## config.mk

```make
export PLATFORM = sky130hd
export DESIGN_NAME = ircfg_top
export DESIGN_NICKNAME = d
export VERILOG_FILES = /design/src/hdl/ircfg_pkg.sv /design/src/hdl/ircfg_top.sv /design/src/hdl/ircfg_decode.sv
export SDC_FILE = /design/constraint.sdc
export NUM_CORES = 1
export LEC_CHECK = 0
export BUFFER_PORTS_ARGS = -buffer_cell sky130_fd_sc_hd__buf_2
export CORE_MARGIN = 5
export CORE_UTILIZATION = 42
export DETAILED_ROUTE_END_ITERATION = 16
export PLACE_DENSITY = 0.75
export REMOVE_ABC_BUFFERS = 1
export SYNTH_ARGS = -nofsm -noshare
export SYNTH_HDL_FRONTEND = slang
export SYNTH_SLANG_ARGS = --single-unit
export TNS_END_PERCENT = 50
```

## constraint.sdc

```tcl
create_clock -name clk -period 1.85 [get_ports clk]
set_input_delay 0.185 -clock clk [delete_from_list [all_inputs] [get_ports clk]]
set_output_delay 0.185 -clock clk [all_outputs]
set_load 0.005 [all_outputs]
```

## src/hdl/ircfg_pkg.sv

```systemverilog
// Purpose: Constants for the input receiver configuration block.
// Assumes: AXI4-Lite register access with 32-bit data.
// Notes:   Register numbers are word indices; byte address is four times.
package ircfg_pkg;

  localparam logic [7:0]  IRC_IDX      = 8'h1A;
  localparam logic [7:0]  FBC_IDX      = 8'h1B;
  localparam logic [11:0] IRC_ADDR     = {2'h0, IRC_IDX, 2'h0};
  localparam logic [11:0] FBC_ADDR     = {2'h0, FBC_IDX, 2'h0};
  localparam int          ADDR_W       = 12;

  localparam logic [7:0]  IRC_RESET    = 8'h00;
  localparam logic [7:0]  FBC_RESET    = 8'h00;
  localparam logic [7:0]  FBC_WMASK    = 8'h3F;

  localparam int          IRC_TEST_EN  = 7;
  localparam int          IRC_B_DIFF   = 6;
  localparam int          IRC_A_DIFF   = 5;
  localparam int          IRC_B_EN     = 4;
  localparam int          IRC_A_EN     = 3;
  localparam int          IRC_PD_CTL   = 2;
  localparam int          IRC_OSC_NEG  = 1;
  localparam int          IRC_OSC_DIFF = 0;

  localparam int          FBC_ZD_INT   = 5;
  localparam int          FBC_OSC_FB   = 4;
  localparam int          FBC_ZD_PIN   = 3;
  localparam int          FBC_ZD_DIFF  = 2;
  localparam int          FBC_B_PIN    = 1;
  localparam int          FBC_A_PIN    = 0;

  localparam logic [1:0]  RESP_OKAY    = 2'h0;
  localparam logic [1:0]  RESP_SLVERR  = 2'h2;

  typedef enum logic [1:0] {
    IRCFG_FB_OSC,
    IRCFG_FB_ZD_INT,
    IRCFG_FB_ZD_EXT
  } ircfg_fb_t;

endpackage : ircfg_pkg

```

## src/hdl/ircfg_top.sv

```systemverilog
// Purpose: Input receiver configuration registers behind AXI4-Lite.
// Assumes: One 10 MHz clock, synchronous active-high reset.
// Notes:   Register index times four is the byte address.
//
// Summary of operation
// - Input control bit 7 enables the test reference receiver; off at reset.
// - Input control bit 6 puts secondary reference in differential mode.
// - Input control bit 5 puts primary reference in differential mode.
// - Input control bit 2 clear keeps both reference receivers powered.
// - With bit 2 set, bits 4 and 3 enable secondary and primary.
// - Input control bit 1 picks oscillator negative pin in single-ended mode.
// - Input control bit 0 puts oscillator receiver in differential mode.
// - Feedback bit 5 applies only while bit 4 is clear.
// - Internal zero delay powers feedback receiver down; external enables it.
// - Feedback bit 4 uses oscillator feedback; clear enables zero delay.
// - Feedback bit 2 puts zero-delay receiver in differential mode.
// - Feedback bit 3 picks zero-delay single-ended pin while bit 2 clear.
// - Feedback bit 1 picks secondary pin while input bit 6 is clear.
// - Feedback bit 0 picks primary single-ended pin while input bit 5 clear.
//
// The AXI4-Lite register port is this design's own decision.
`timescale 1ns/1ps
module ircfg_top
  import ircfg_pkg::*;
(
  input  wire logic              clk,
  input  wire logic              sys_rst,
  input  wire logic [ADDR_W-1:0] s_axi_awaddr,
  input  wire logic              s_axi_awvalid,
  output logic                   s_axi_awready,
  input  wire logic [31:0]       s_axi_wdata,
  input  wire logic [3:0]        s_axi_wstrb,
  input  wire logic              s_axi_wvalid,
  output logic                   s_axi_wready,
  output logic [1:0]             s_axi_bresp,
  output logic                   s_axi_bvalid,
  input  wire logic              s_axi_bready,
  input  wire logic [ADDR_W-1:0] s_axi_araddr,
  input  wire logic              s_axi_arvalid,
  output logic                   s_axi_arready,
  output logic [31:0]            s_axi_rdata,
  output logic [1:0]             s_axi_rresp,
  output logic                   s_axi_rvalid,
  input  wire logic              s_axi_rready,
  output logic                   test_rx_en_q,
  output logic                   pri_rx_en_q,
  output logic                   sec_rx_en_q,
  output logic                   pri_diff_q,
  output logic                   sec_diff_q,
  output logic                   pri_pin_sel_q,
  output logic                   sec_pin_sel_q,
  output logic                   osc_diff_q,
  output logic                   osc_neg_sel_q,
  output logic                   zd_rx_en_q,
  output logic                   zd_diff_q,
  output logic                   zd_pin_sel_q,
  output ircfg_fb_t              fb_src_q
);

  ////////////////////////////////////////////////////////////////////////////
  logic [7:0]        irc_q;
  logic [7:0]        fbc_q;
  logic              aw_held_q;
  logic              w_held_q;
  logic [ADDR_W-1:0] awaddr_q;
  logic [7:0]        wbyte_q;
  logic              wstrb0_q;

  wire logic              aw_take;
  wire logic              w_take;
  wire logic              wr_go;
  wire logic [ADDR_W-1:0] wr_addr;
  wire logic [7:0]        wr_byte;
  wire logic              wr_lane0;
  wire logic              wr_hit_irc;
  wire logic              wr_hit_fbc;
  wire logic              ar_take;
  wire logic [7:0]        rd_byte;
  wire logic              rd_hit;

  function automatic logic hit(input logic [ADDR_W-1:0] a,
                               input logic [ADDR_W-1:0] r);
    return a == r;
  endfunction : hit

  ////////////////////////////////////////////////////////////////////////////
  // Address and data are latched independently, so either may come first.
  assign aw_take  = s_axi_awvalid && s_axi_awready;
  assign w_take   = s_axi_wvalid && s_axi_wready;
  assign wr_addr  = aw_held_q ? awaddr_q : s_axi_awaddr;
  assign wr_byte  = w_held_q ? wbyte_q : s_axi_wdata[7:0];
  assign wr_lane0 = w_held_q ? wstrb0_q : s_axi_wstrb[0];
  assign wr_go    = (aw_held_q || aw_take) && (w_held_q || w_take);
  assign wr_hit_irc = hit(wr_addr, IRC_ADDR);
  assign wr_hit_fbc = hit(wr_addr, FBC_ADDR);

  always_ff @(posedge clk) begin
    if (sys_rst) begin
      s_axi_awready <= 1'b0;
      s_axi_wready  <= 1'b0;
      aw_held_q     <= 1'b0;
      w_held_q      <= 1'b0;
      awaddr_q      <= '0;
      wbyte_q       <= 8'h00;
      wstrb0_q      <= 1'b0;
    end else begin
      s_axi_awready <= !aw_held_q && !aw_take && !s_axi_bvalid && !wr_go;
      s_axi_wready  <= !w_held_q && !w_take && !s_axi_bvalid && !wr_go;
      if (wr_go) begin
        aw_held_q <= 1'b0;
        w_held_q  <= 1'b0;
      end else begin
        if (aw_take) begin
          aw_held_q <= 1'b1;
          awaddr_q  <= s_axi_awaddr;
        end
        if (w_take) begin
          w_held_q <= 1'b1;
          wbyte_q  <= s_axi_wdata[7:0];
          wstrb0_q <= s_axi_wstrb[0];
        end
      end
    end
  end

  // Unmapped writes are answered with an error and change nothing.
  always_ff @(posedge clk) begin
    if (sys_rst) begin
      s_axi_bvalid <= 1'b0;
      s_axi_bresp  <= RESP_OKAY;
    end else if (wr_go) begin
      s_axi_bvalid <= 1'b1;
      s_axi_bresp  <= (wr_hit_irc || wr_hit_fbc) ? RESP_OKAY : RESP_SLVERR;
    end else if (s_axi_bready) begin
      s_axi_bvalid <= 1'b0;
    end
  end

  ////////////////////////////////////////////////////////////////////////////
  // Only byte lane 0 carries register bits; upper lanes are ignored.
  always_ff @(posedge clk) begin
    if (sys_rst) begin
      irc_q <= IRC_RESET;
      fbc_q <= FBC_RESET;
    end else if (wr_go && wr_lane0) begin
      if (wr_hit_irc) begin
        irc_q <= wr_byte;
      end
      if (wr_hit_fbc) begin
        fbc_q <= wr_byte & FBC_WMASK;
      end
    end
  end

  ////////////////////////////////////////////////////////////////////////////
  assign ar_take = s_axi_arvalid && s_axi_arready;
  assign rd_hit  = hit(s_axi_araddr, IRC_ADDR) ||
                   hit(s_axi_araddr, FBC_ADDR);
  assign rd_byte = hit(s_axi_araddr, IRC_ADDR) ? irc_q :
                   hit(s_axi_araddr, FBC_ADDR) ? fbc_q : 8'h00;

  always_ff @(posedge clk) begin
    if (sys_rst) begin
      s_axi_arready <= 1'b0;
      s_axi_rvalid  <= 1'b0;
      s_axi_rdata   <= 32'h0000_0000;
      s_axi_rresp   <= RESP_OKAY;
    end else begin
      s_axi_arready <= !s_axi_rvalid && !ar_take;
      if (ar_take) begin
        s_axi_rvalid <= 1'b1;
        s_axi_rdata  <= {24'h00_0000, rd_byte};
        s_axi_rresp  <= rd_hit ? RESP_OKAY : RESP_SLVERR;
      end else if (s_axi_rready) begin
        s_axi_rvalid <= 1'b0;
      end
    end
  end

  ////////////////////////////////////////////////////////////////////////////
  ircfg_decode u_decode (
    .clk           (clk),
    .sys_rst       (sys_rst),
    .irc           (irc_q),
    .fbc           (fbc_q),
    .test_rx_en_q  (test_rx_en_q),
    .pri_rx_en_q   (pri_rx_en_q),
    .sec_rx_en_q   (sec_rx_en_q),
    .pri_diff_q    (pri_diff_q),
    .sec_diff_q    (sec_diff_q),
    .pri_pin_sel_q (pri_pin_sel_q),
    .sec_pin_sel_q (sec_pin_sel_q),
    .osc_diff_q    (osc_diff_q),
    .osc_neg_sel_q (osc_neg_sel_q),
    .zd_rx_en_q    (zd_rx_en_q),
    .zd_diff_q     (zd_diff_q),
    .zd_pin_sel_q  (zd_pin_sel_q),
    .fb_src_q      (fb_src_q)
  );

  ////////////////////////////////////////////////////////////////////////////
  test_en_a: assert property (@(posedge clk) disable iff (sys_rst)
    ##1 test_rx_en_q == $past(irc_q[IRC_TEST_EN]))
    else $error("test receiver enable does not follow its bit");

  sec_diff_a: assert property (@(posedge clk) disable iff (sys_rst)
    $rose(irc_q[IRC_B_DIFF]) |=> sec_diff_q)
    else $error("secondary differential mode late");

  pri_diff_a: assert property (@(posedge clk) disable iff (sys_rst)
    $fell(irc_q[IRC_A_DIFF]) |=> !pri_diff_q)
    else $error("primary single-ended mode late");

  pd_gate_a: assert property (@(posedge clk) disable iff (sys_rst)
    !irc_q[IRC_PD_CTL] |=> (pri_rx_en_q && sec_rx_en_q))
    else $error("receiver powered down without gate bit");

  indiv_en_a: assert property (@(posedge clk) disable iff (sys_rst)
    irc_q[IRC_PD_CTL] |=> (sec_rx_en_q == $past(irc_q[IRC_B_EN]) &&
                           pri_rx_en_q == $past(irc_q[IRC_A_EN])))
    else $error("individual receiver enable wrong");

  osc_neg_a: assert property (@(posedge clk) disable iff (sys_rst)
    (!irc_q[IRC_OSC_DIFF] && irc_q[IRC_OSC_NEG]) |=> osc_neg_sel_q)
    else $error("oscillator negative pin not selected");

  osc_diff_a: assert property (@(posedge clk) disable iff (sys_rst)
    osc_diff_q |-> !osc_neg_sel_q)
    else $error("pin select active in differential mode");

  zd_ignore_a: assert property (@(posedge clk) disable iff (sys_rst)
    fbc_q[FBC_OSC_FB] |=> fb_src_q == IRCFG_FB_OSC)
    else $error("zero delay mode honoured during oscillator feedback");

  zd_rx_a: assert property (@(posedge clk) disable iff (sys_rst)
    (fb_src_q == IRCFG_FB_ZD_INT) |-> !zd_rx_en_q)
    else $error("feedback receiver on in internal mode");

  fb_sel_a: assert property (@(posedge clk) disable iff (sys_rst)
    (!fbc_q[FBC_OSC_FB] && !fbc_q[FBC_ZD_INT]) |=> zd_rx_en_q)
    else $error("external zero delay receiver not enabled");

  zd_diff_a: assert property (@(posedge clk) disable iff (sys_rst)
    zd_diff_q |-> !zd_pin_sel_q)
    else $error("zero delay pin select in differential mode");

  zd_pin_a: assert property (@(posedge clk) disable iff (sys_rst)
    (!fbc_q[FBC_ZD_DIFF] && fbc_q[FBC_ZD_PIN]) |=> zd_pin_sel_q)
    else $error("zero delay pin select wrong");

  sec_pin_a: assert property (@(posedge clk) disable iff (sys_rst)
    (!irc_q[IRC_B_DIFF]) |=> sec_pin_sel_q == $past(fbc_q[FBC_B_PIN]))
    else $error("secondary pin select wrong");

  pri_pin_a: assert property (@(posedge clk) disable iff (sys_rst)
    (!irc_q[IRC_A_DIFF]) |=> pri_pin_sel_q == $past(fbc_q[FBC_A_PIN]))
    else $error("primary pin select wrong");

  rsvd_zero_a: assert property (@(posedge clk) disable iff (sys_rst)
    fbc_q[7:6] == 2'h0)
    else $error("reserved feedback bits not zero");

  wr_irc_a: assert property (@(posedge clk) disable iff (sys_rst)
    (wr_go && wr_lane0 && wr_hit_irc) |=> irc_q == $past(wr_byte))
    else $error("input control write lost");

  wr_fbc_a: assert property (@(posedge clk) disable iff (sys_rst)
    (wr_go && wr_lane0 && wr_hit_fbc) |=>
      fbc_q == {2'h0, $past(wr_byte[5:0])})
    else $error("feedback control write lost");

  irc_hold_a: assert property (@(posedge clk) disable iff (sys_rst)
    !(wr_go && wr_lane0 && wr_hit_irc) |=> $stable(irc_q))
    else $error("input control changed without a write");

  fbc_hold_a: assert property (@(posedge clk) disable iff (sys_rst)
    !(wr_go && wr_lane0 && wr_hit_fbc) |=> $stable(fbc_q))
    else $error("feedback control changed without a write");

  b_answer_a: assert property (@(posedge clk) disable iff (sys_rst)
    wr_go |=> s_axi_bvalid)
    else $error("write response missing");

  wr_err_a: assert property (@(posedge clk) disable iff (sys_rst)
    (wr_go && !wr_hit_irc && !wr_hit_fbc) |=> s_axi_bresp == RESP_SLVERR)
    else $error("unmapped write not refused");

  b_clear_a: assert property (@(posedge clk) disable iff (sys_rst)
    (s_axi_bvalid && s_axi_bready) |=> !s_axi_bvalid)
    else $error("write response not withdrawn");

  w_block_a: assert property (@(posedge clk) disable iff (sys_rst)
    s_axi_bvalid |-> (!s_axi_awready && !s_axi_wready))
    else $error("write accepted while response pending");

  r_answer_a: assert property (@(posedge clk) disable iff (sys_rst)
    ar_take |=> s_axi_rvalid)
    else $error("read response missing");

  r_clear_a: assert property (@(posedge clk) disable iff (sys_rst)
    (s_axi_rvalid && s_axi_rready) |=> !s_axi_rvalid)
    else $error("read response not withdrawn");

  ar_block_a: assert property (@(posedge clk) disable iff (sys_rst)
    s_axi_rvalid |-> !s_axi_arready)
    else $error("read accepted while response pending");

  rd_irc_a: assert property (@(posedge clk) disable iff (sys_rst)
    (ar_take && hit(s_axi_araddr, IRC_ADDR)) |=>
      s_axi_rdata == {24'h00_0000, $past(irc_q)})
    else $error("input control read back wrong");

  rd_fbc_a: assert property (@(posedge clk) disable iff (sys_rst)
    (ar_take && hit(s_axi_araddr, FBC_ADDR)) |=>
      s_axi_rdata == {24'h00_0000, $past(fbc_q)})
    else $error("feedback control read back wrong");

  rd_err_a: assert property (@(posedge clk) disable iff (sys_rst)
    (ar_take && !rd_hit) |=>
      (s_axi_rresp == RESP_SLVERR && s_axi_rdata == 32'h0000_0000))
    else $error("unmapped read not refused");

endmodule : ircfg_top

```

## src/hdl/ircfg_decode.sv

```systemverilog
// Purpose: Turns the two register values into receiver control levels.
// Assumes: Inputs come from registers on the same clock.
// Notes:   Outputs are registered so the top drives them from flip-flops.
`timescale 1ns/1ps
module ircfg_decode
  import ircfg_pkg::*;
(
  input  wire logic       clk,
  input  wire logic       sys_rst,
  input  wire logic [7:0] irc,
  input  wire logic [7:0] fbc,
  output logic            test_rx_en_q,
  output logic            pri_rx_en_q,
  output logic            sec_rx_en_q,
  output logic            pri_diff_q,
  output logic            sec_diff_q,
  output logic            pri_pin_sel_q,
  output logic            sec_pin_sel_q,
  output logic            osc_diff_q,
  output logic            osc_neg_sel_q,
  output logic            zd_rx_en_q,
  output logic            zd_diff_q,
  output logic            zd_pin_sel_q,
  output ircfg_fb_t       fb_src_q
);

  ////////////////////////////////////////////////////////////////////////////
  wire logic      pri_en_d;
  wire logic      sec_en_d;
  wire logic      zd_en_d;
  wire ircfg_fb_t fb_d;

  // Without the gate bit both references stay powered.
  assign pri_en_d = !irc[IRC_PD_CTL] || irc[IRC_A_EN];
  assign sec_en_d = !irc[IRC_PD_CTL] || irc[IRC_B_EN];
  // Mode bit is ignored while oscillator feedback is chosen.
  assign fb_d = fbc[FBC_OSC_FB] ? IRCFG_FB_OSC :
                fbc[FBC_ZD_INT] ? IRCFG_FB_ZD_INT : IRCFG_FB_ZD_EXT;
  // Internal path powers the feedback receiver down.
  assign zd_en_d = (fb_d == IRCFG_FB_ZD_EXT);

  ////////////////////////////////////////////////////////////////////////////
  always_ff @(posedge clk) begin
    if (sys_rst) begin
      test_rx_en_q  <= 1'b0;
      pri_rx_en_q   <= 1'b1;
      sec_rx_en_q   <= 1'b1;
      pri_diff_q    <= 1'b0;
      sec_diff_q    <= 1'b0;
      pri_pin_sel_q <= 1'b0;
      sec_pin_sel_q <= 1'b0;
      osc_diff_q    <= 1'b0;
      osc_neg_sel_q <= 1'b0;
      zd_rx_en_q    <= 1'b1;
      zd_diff_q     <= 1'b0;
      zd_pin_sel_q  <= 1'b0;
      fb_src_q      <= IRCFG_FB_ZD_EXT;
    end else begin
      test_rx_en_q  <= irc[IRC_TEST_EN];
      pri_rx_en_q   <= pri_en_d;
      sec_rx_en_q   <= sec_en_d;
      pri_diff_q    <= irc[IRC_A_DIFF];
      sec_diff_q    <= irc[IRC_B_DIFF];
      // Pin choice only matters in single-ended mode.
      pri_pin_sel_q <= !irc[IRC_A_DIFF] && fbc[FBC_A_PIN];
      sec_pin_sel_q <= !irc[IRC_B_DIFF] && fbc[FBC_B_PIN];
      osc_diff_q    <= irc[IRC_OSC_DIFF];
      osc_neg_sel_q <= !irc[IRC_OSC_DIFF] && irc[IRC_OSC_NEG];
      zd_rx_en_q    <= zd_en_d;
      zd_diff_q     <= fbc[FBC_ZD_DIFF];
      zd_pin_sel_q  <= !fbc[FBC_ZD_DIFF] && fbc[FBC_ZD_PIN];
      fb_src_q      <= fb_d;
    end
  end

endmodule : ircfg_decode

```

==> impl_metrics.env <==
export IMPL_cts_max_path_buffers=2
export IMPL_max_cap_violations=0
export IMPL_max_slew_worst_pin_slew_ns=0.574
export IMPL_cts_made_buffers=9
export IMPL_synthArstFlopShare_pct=0
export IMPL_die_x_microns=90.3
export IMPL_layout_area_overhead_vs_synth_pct=23.5
export IMPL_antenna_found_initial=0
export IMPL_io_pins=122
export IMPL_ys_seq_area_share_pct=48.0
export IMPL_r2r_end="irc_q[7]"
export IMPL_drc=0
export IMPL_start_util_pct=42.9
export IMPL_gr_usage_all_layers_pct=13.9
export IMPL_crit_required_ns=2.07
export IMPL_cp_max_fo=5
export IMPL_slew_viol_final=0
export IMPL_num_rows=29
export IMPL_grt_overflow=0
export IMPL_netlist_area_leader_share_pct=48.0
export IMPL_holdCritStartpoint="s_axi_wdata[1]"
export IMPL_drt_pass1_iter_count=4
export IMPL_wl_mm=5.64
export IMPL_period_share_pct=105
export IMPL_synthFlopType="dfxtp_1"
export IMPL_swShare_pct=23.9
export IMPL_syn_avg_cell_area_sq_um=9.00
export IMPL_drive_gt1_share_pct=31.1
export IMPL_grt_pass1_vias=2096
export IMPL_path_cells="or4b_4 -> a211oi_2 -> o221ai_2 -> nor3b_2 -> buf_6 -> mux2_4"
export IMPL_irDropWorstVdd_mv=0.433
export IMPL_clock_latency_ns=0.33
export IMPL_tritoncts="done"
export IMPL_min_period_ns=1.94
export IMPL_place_area_sq_mm=0.00310
export IMPL_synth_edf_count=0
export IMPL_ys_warn_count=0
export IMPL_cts_hold_buf=0
export IMPL_clkTransAtPathRegs_ns=0.07
export IMPL_worst_setup_path_end_kind="flip-flop"
export IMPL_post_dp_hpwl_mm=4.33
export IMPL_drt_iter0_drc=84
export IMPL_min_path_cells=3
export IMPL_worstReg2RegStart="aw_held_q"
export IMPL_reg2reg_setup_slack_ns=-0.09
export IMPL_dieHeight_microns=90.3
export IMPL_crit_type="flip-flop to flip-flop"
export IMPL_port_buffers=68
export IMPL_status="finished with violations"
export IMPL_routedWlPerCell_microns=12.2
export IMPL_syn_cell_area_sq_mm=0.00271
export IMPL_holdPathEnd="wbyte_q[1]"
export IMPL_violations="setup timing"
export IMPL_rr_worst_depth=6
export IMPL_pwr_share_comb_pct=9.6
export IMPL_ys_types=34
export IMPL_tns_ns=-0.782
export IMPL_die_area_sq_mm=0.00816
export IMPL_p_total_uw=2920
export IMPL_p_int_uw=2220
export IMPL_synthTopCellsByArea="dfxtp_1 (48%), mux2i_1 (9.2%), buf_4 (7.8%)"
export IMPL_antenna_cells=0
export IMPL_dr_total_vias=2140
export IMPL_vias_per_cell=4.62
export IMPL_worstSetupStartpointType="flip-flop"
export IMPL_crit_arrival_ns=2.15
export IMPL_cts_sinks=65
export IMPL_timing_fmax_ghz=0.517
export IMPL_seq_power_share_pct=50.1
export IMPL_clkPwrFrac_pct=40.3
export IMPL_htreeDepth=3
export IMPL_yosysMostFrequentCell="dfxtp_1"
export IMPL_layout_nets=448
export IMPL_core_area_sq_mm=0.00631
export IMPL_layout_setup_ws_ns=-0.0858
export IMPL_grt_pass1_wl_mm=9.39
export IMPL_leakagePower_uw=0.00147
export IMPL_ys_top_cells_by_count="dfxtp_1 (65), nand2_1 (44), a21oi_1 (31), nor2_1 (31), buf_4 (28)"
export IMPL_grt_max_degree=39
export IMPL_rsz0062_at_grt="yes"
export IMPL_setup_viol=14
export IMPL_cp_slowest_cell="or4b_4"
export IMPL_syn_inst=301
export IMPL_ys_seq_elements=65
export IMPL_fin_area_sq_mm=0.00335
export IMPL_ant_nets=0
export IMPL_globalplace_congestion=0.773
export IMPL_root_buffer="clkbuf_8"
export IMPL_clock_skew_ns=0.00759
export IMPL_hold_viol=0
export IMPL_yosysTopAreaCell="dfxtp_1"
export IMPL_power_per_cell_area_mw_per_mm2=871
export IMPL_min_path_type="primary input to flip-flop"
export IMPL_slew_headroom_pct=61.7
export IMPL_switchingPower_uw=697
export IMPL_max_stage_delay_ns=0.48
export IMPL_hold_ws_ns=0.0948
-- layout by cell type, fill, tap and decap left out, drive strengths merged, types with 3 or more instances in the layout --
cell / count
buf: 84
nand2: 44
inv: 3
clkbuf: 11
or2: 8
conb: 26
dfxtp: 65
mux2: 5
nor2: 31
mux2i: 25
a21oi: 31
nand2b: 11
nor3: 9
nor2b: 5
-- routing by layer --
metal | share of wire, % | GRT usage, % | up-vias | routed length [microns]
met5 | 0 | 0 | - | 0
met4 | 2.1 | 7.44 | 0 | 117
met3 | 6.8 | 4.50 | 8 | 386
met2 | 48 | 23.1 | 54 | 2730
met1 | 43 | 15.9 | 970 | 2400
li1 | - | - | 1108 | -
-- flip-flops by register name (all words and copies together), names as in the netlist, 2 cells and up --
name,count
u_decode.fb_src_q,2
s_axi_rdata,8
irc_q,8
wbyte_q,8
fbc_q,6
awaddr_q,12
-- logic make-up (layout without fill, tap and decap cells) --
family,count (synthesis),in the layout,synth area share [%]
buf+inv,43,103,9.83
compound gates,38,38,8.13
mux,30,30,11.4
simple gates,124,124,22.4
other cells,1,26,0.138
flops,65,65,48.0
-- worst max path at each step --
| stage | end | cells past startpoint | from | slack, ns |
|---|---|---|---|---|
| global route | irc_q[7] | 6 | aw_held_q | -0.16 |
| floorplan | irc_q[6] | 5 | aw_held_q | -0.68 |
| detailed placement | fbc_q[3] | 8 | s_axi_awaddr[0] | -0.22 |
| CTS | irc_q[7] | 6 | aw_held_q | -0.15 |
| global placement | irc_q[7] | 7 | s_axi_awaddr[0] | -0.17 |
| finish | irc_q[7] | 6 | aw_held_q | -0.09 |
-- worst max-delay path: cells and delay by family (launching register included) --
kind | cells | cell delay (ns)
and+or+nand+nor | 2 | 0.68
buffers and inverters | 1 | 0.16
DFF | 1 | 0.32
AOI/OAI and AO/OA | 2 | 0.36
muxes | 1 | 0.29
-- final cells by class --
| type | count | area [sq um] |
|---|---|---|
| clock buffers | 11 | 141 |
| multi-input cells | 218 | 1270 |
| inverters | 3 | 11.3 |
| repair buffers | 84 | 472 |
| flip-flops and latches | 65 | 1300 |
| clock inverters | 5 | 55.1 |
| fillers | 615 | 2970 |
| well taps | 77 | 96.3 |
-- timing repair --
| action | 4_1_cts | 5_1_grt |
|---|---|---|
| endpoints found under the hold margin | 0 | 0 |
| setup endpoints to repair | 14 | 14 |
| buffers inserted | 1 | 0 |
| resized for setup | 8 | 4 |
| pin swaps | 3 | 1 |
-- power groups by stage --
stage | logic, uW | clock network [uW] | registers (uW)
floorplan | 133 | 0 | 1500
global placement | 271 | 0 | 1490
detailed placement | 279 | 0 | 1490
CTS | 282 | 1200 | 1460
global route | 315 | 1270 | 1470
finish | 280 | 1170 | 1460
-- through the flow --
step | worst slack (ns) | utilization [%] | instances
floorplan | -0.682 | - | 286
global placement | -0.171 | 49.1 | 446
detailed placement | -0.222 | 49.1 | 446
CTS | -0.153 | 52.8 | 463
global route | -0.159 | 53.0 | 463
finish | -0.0858 | 53.0 | 463
(Power assumes the default switching activity.)
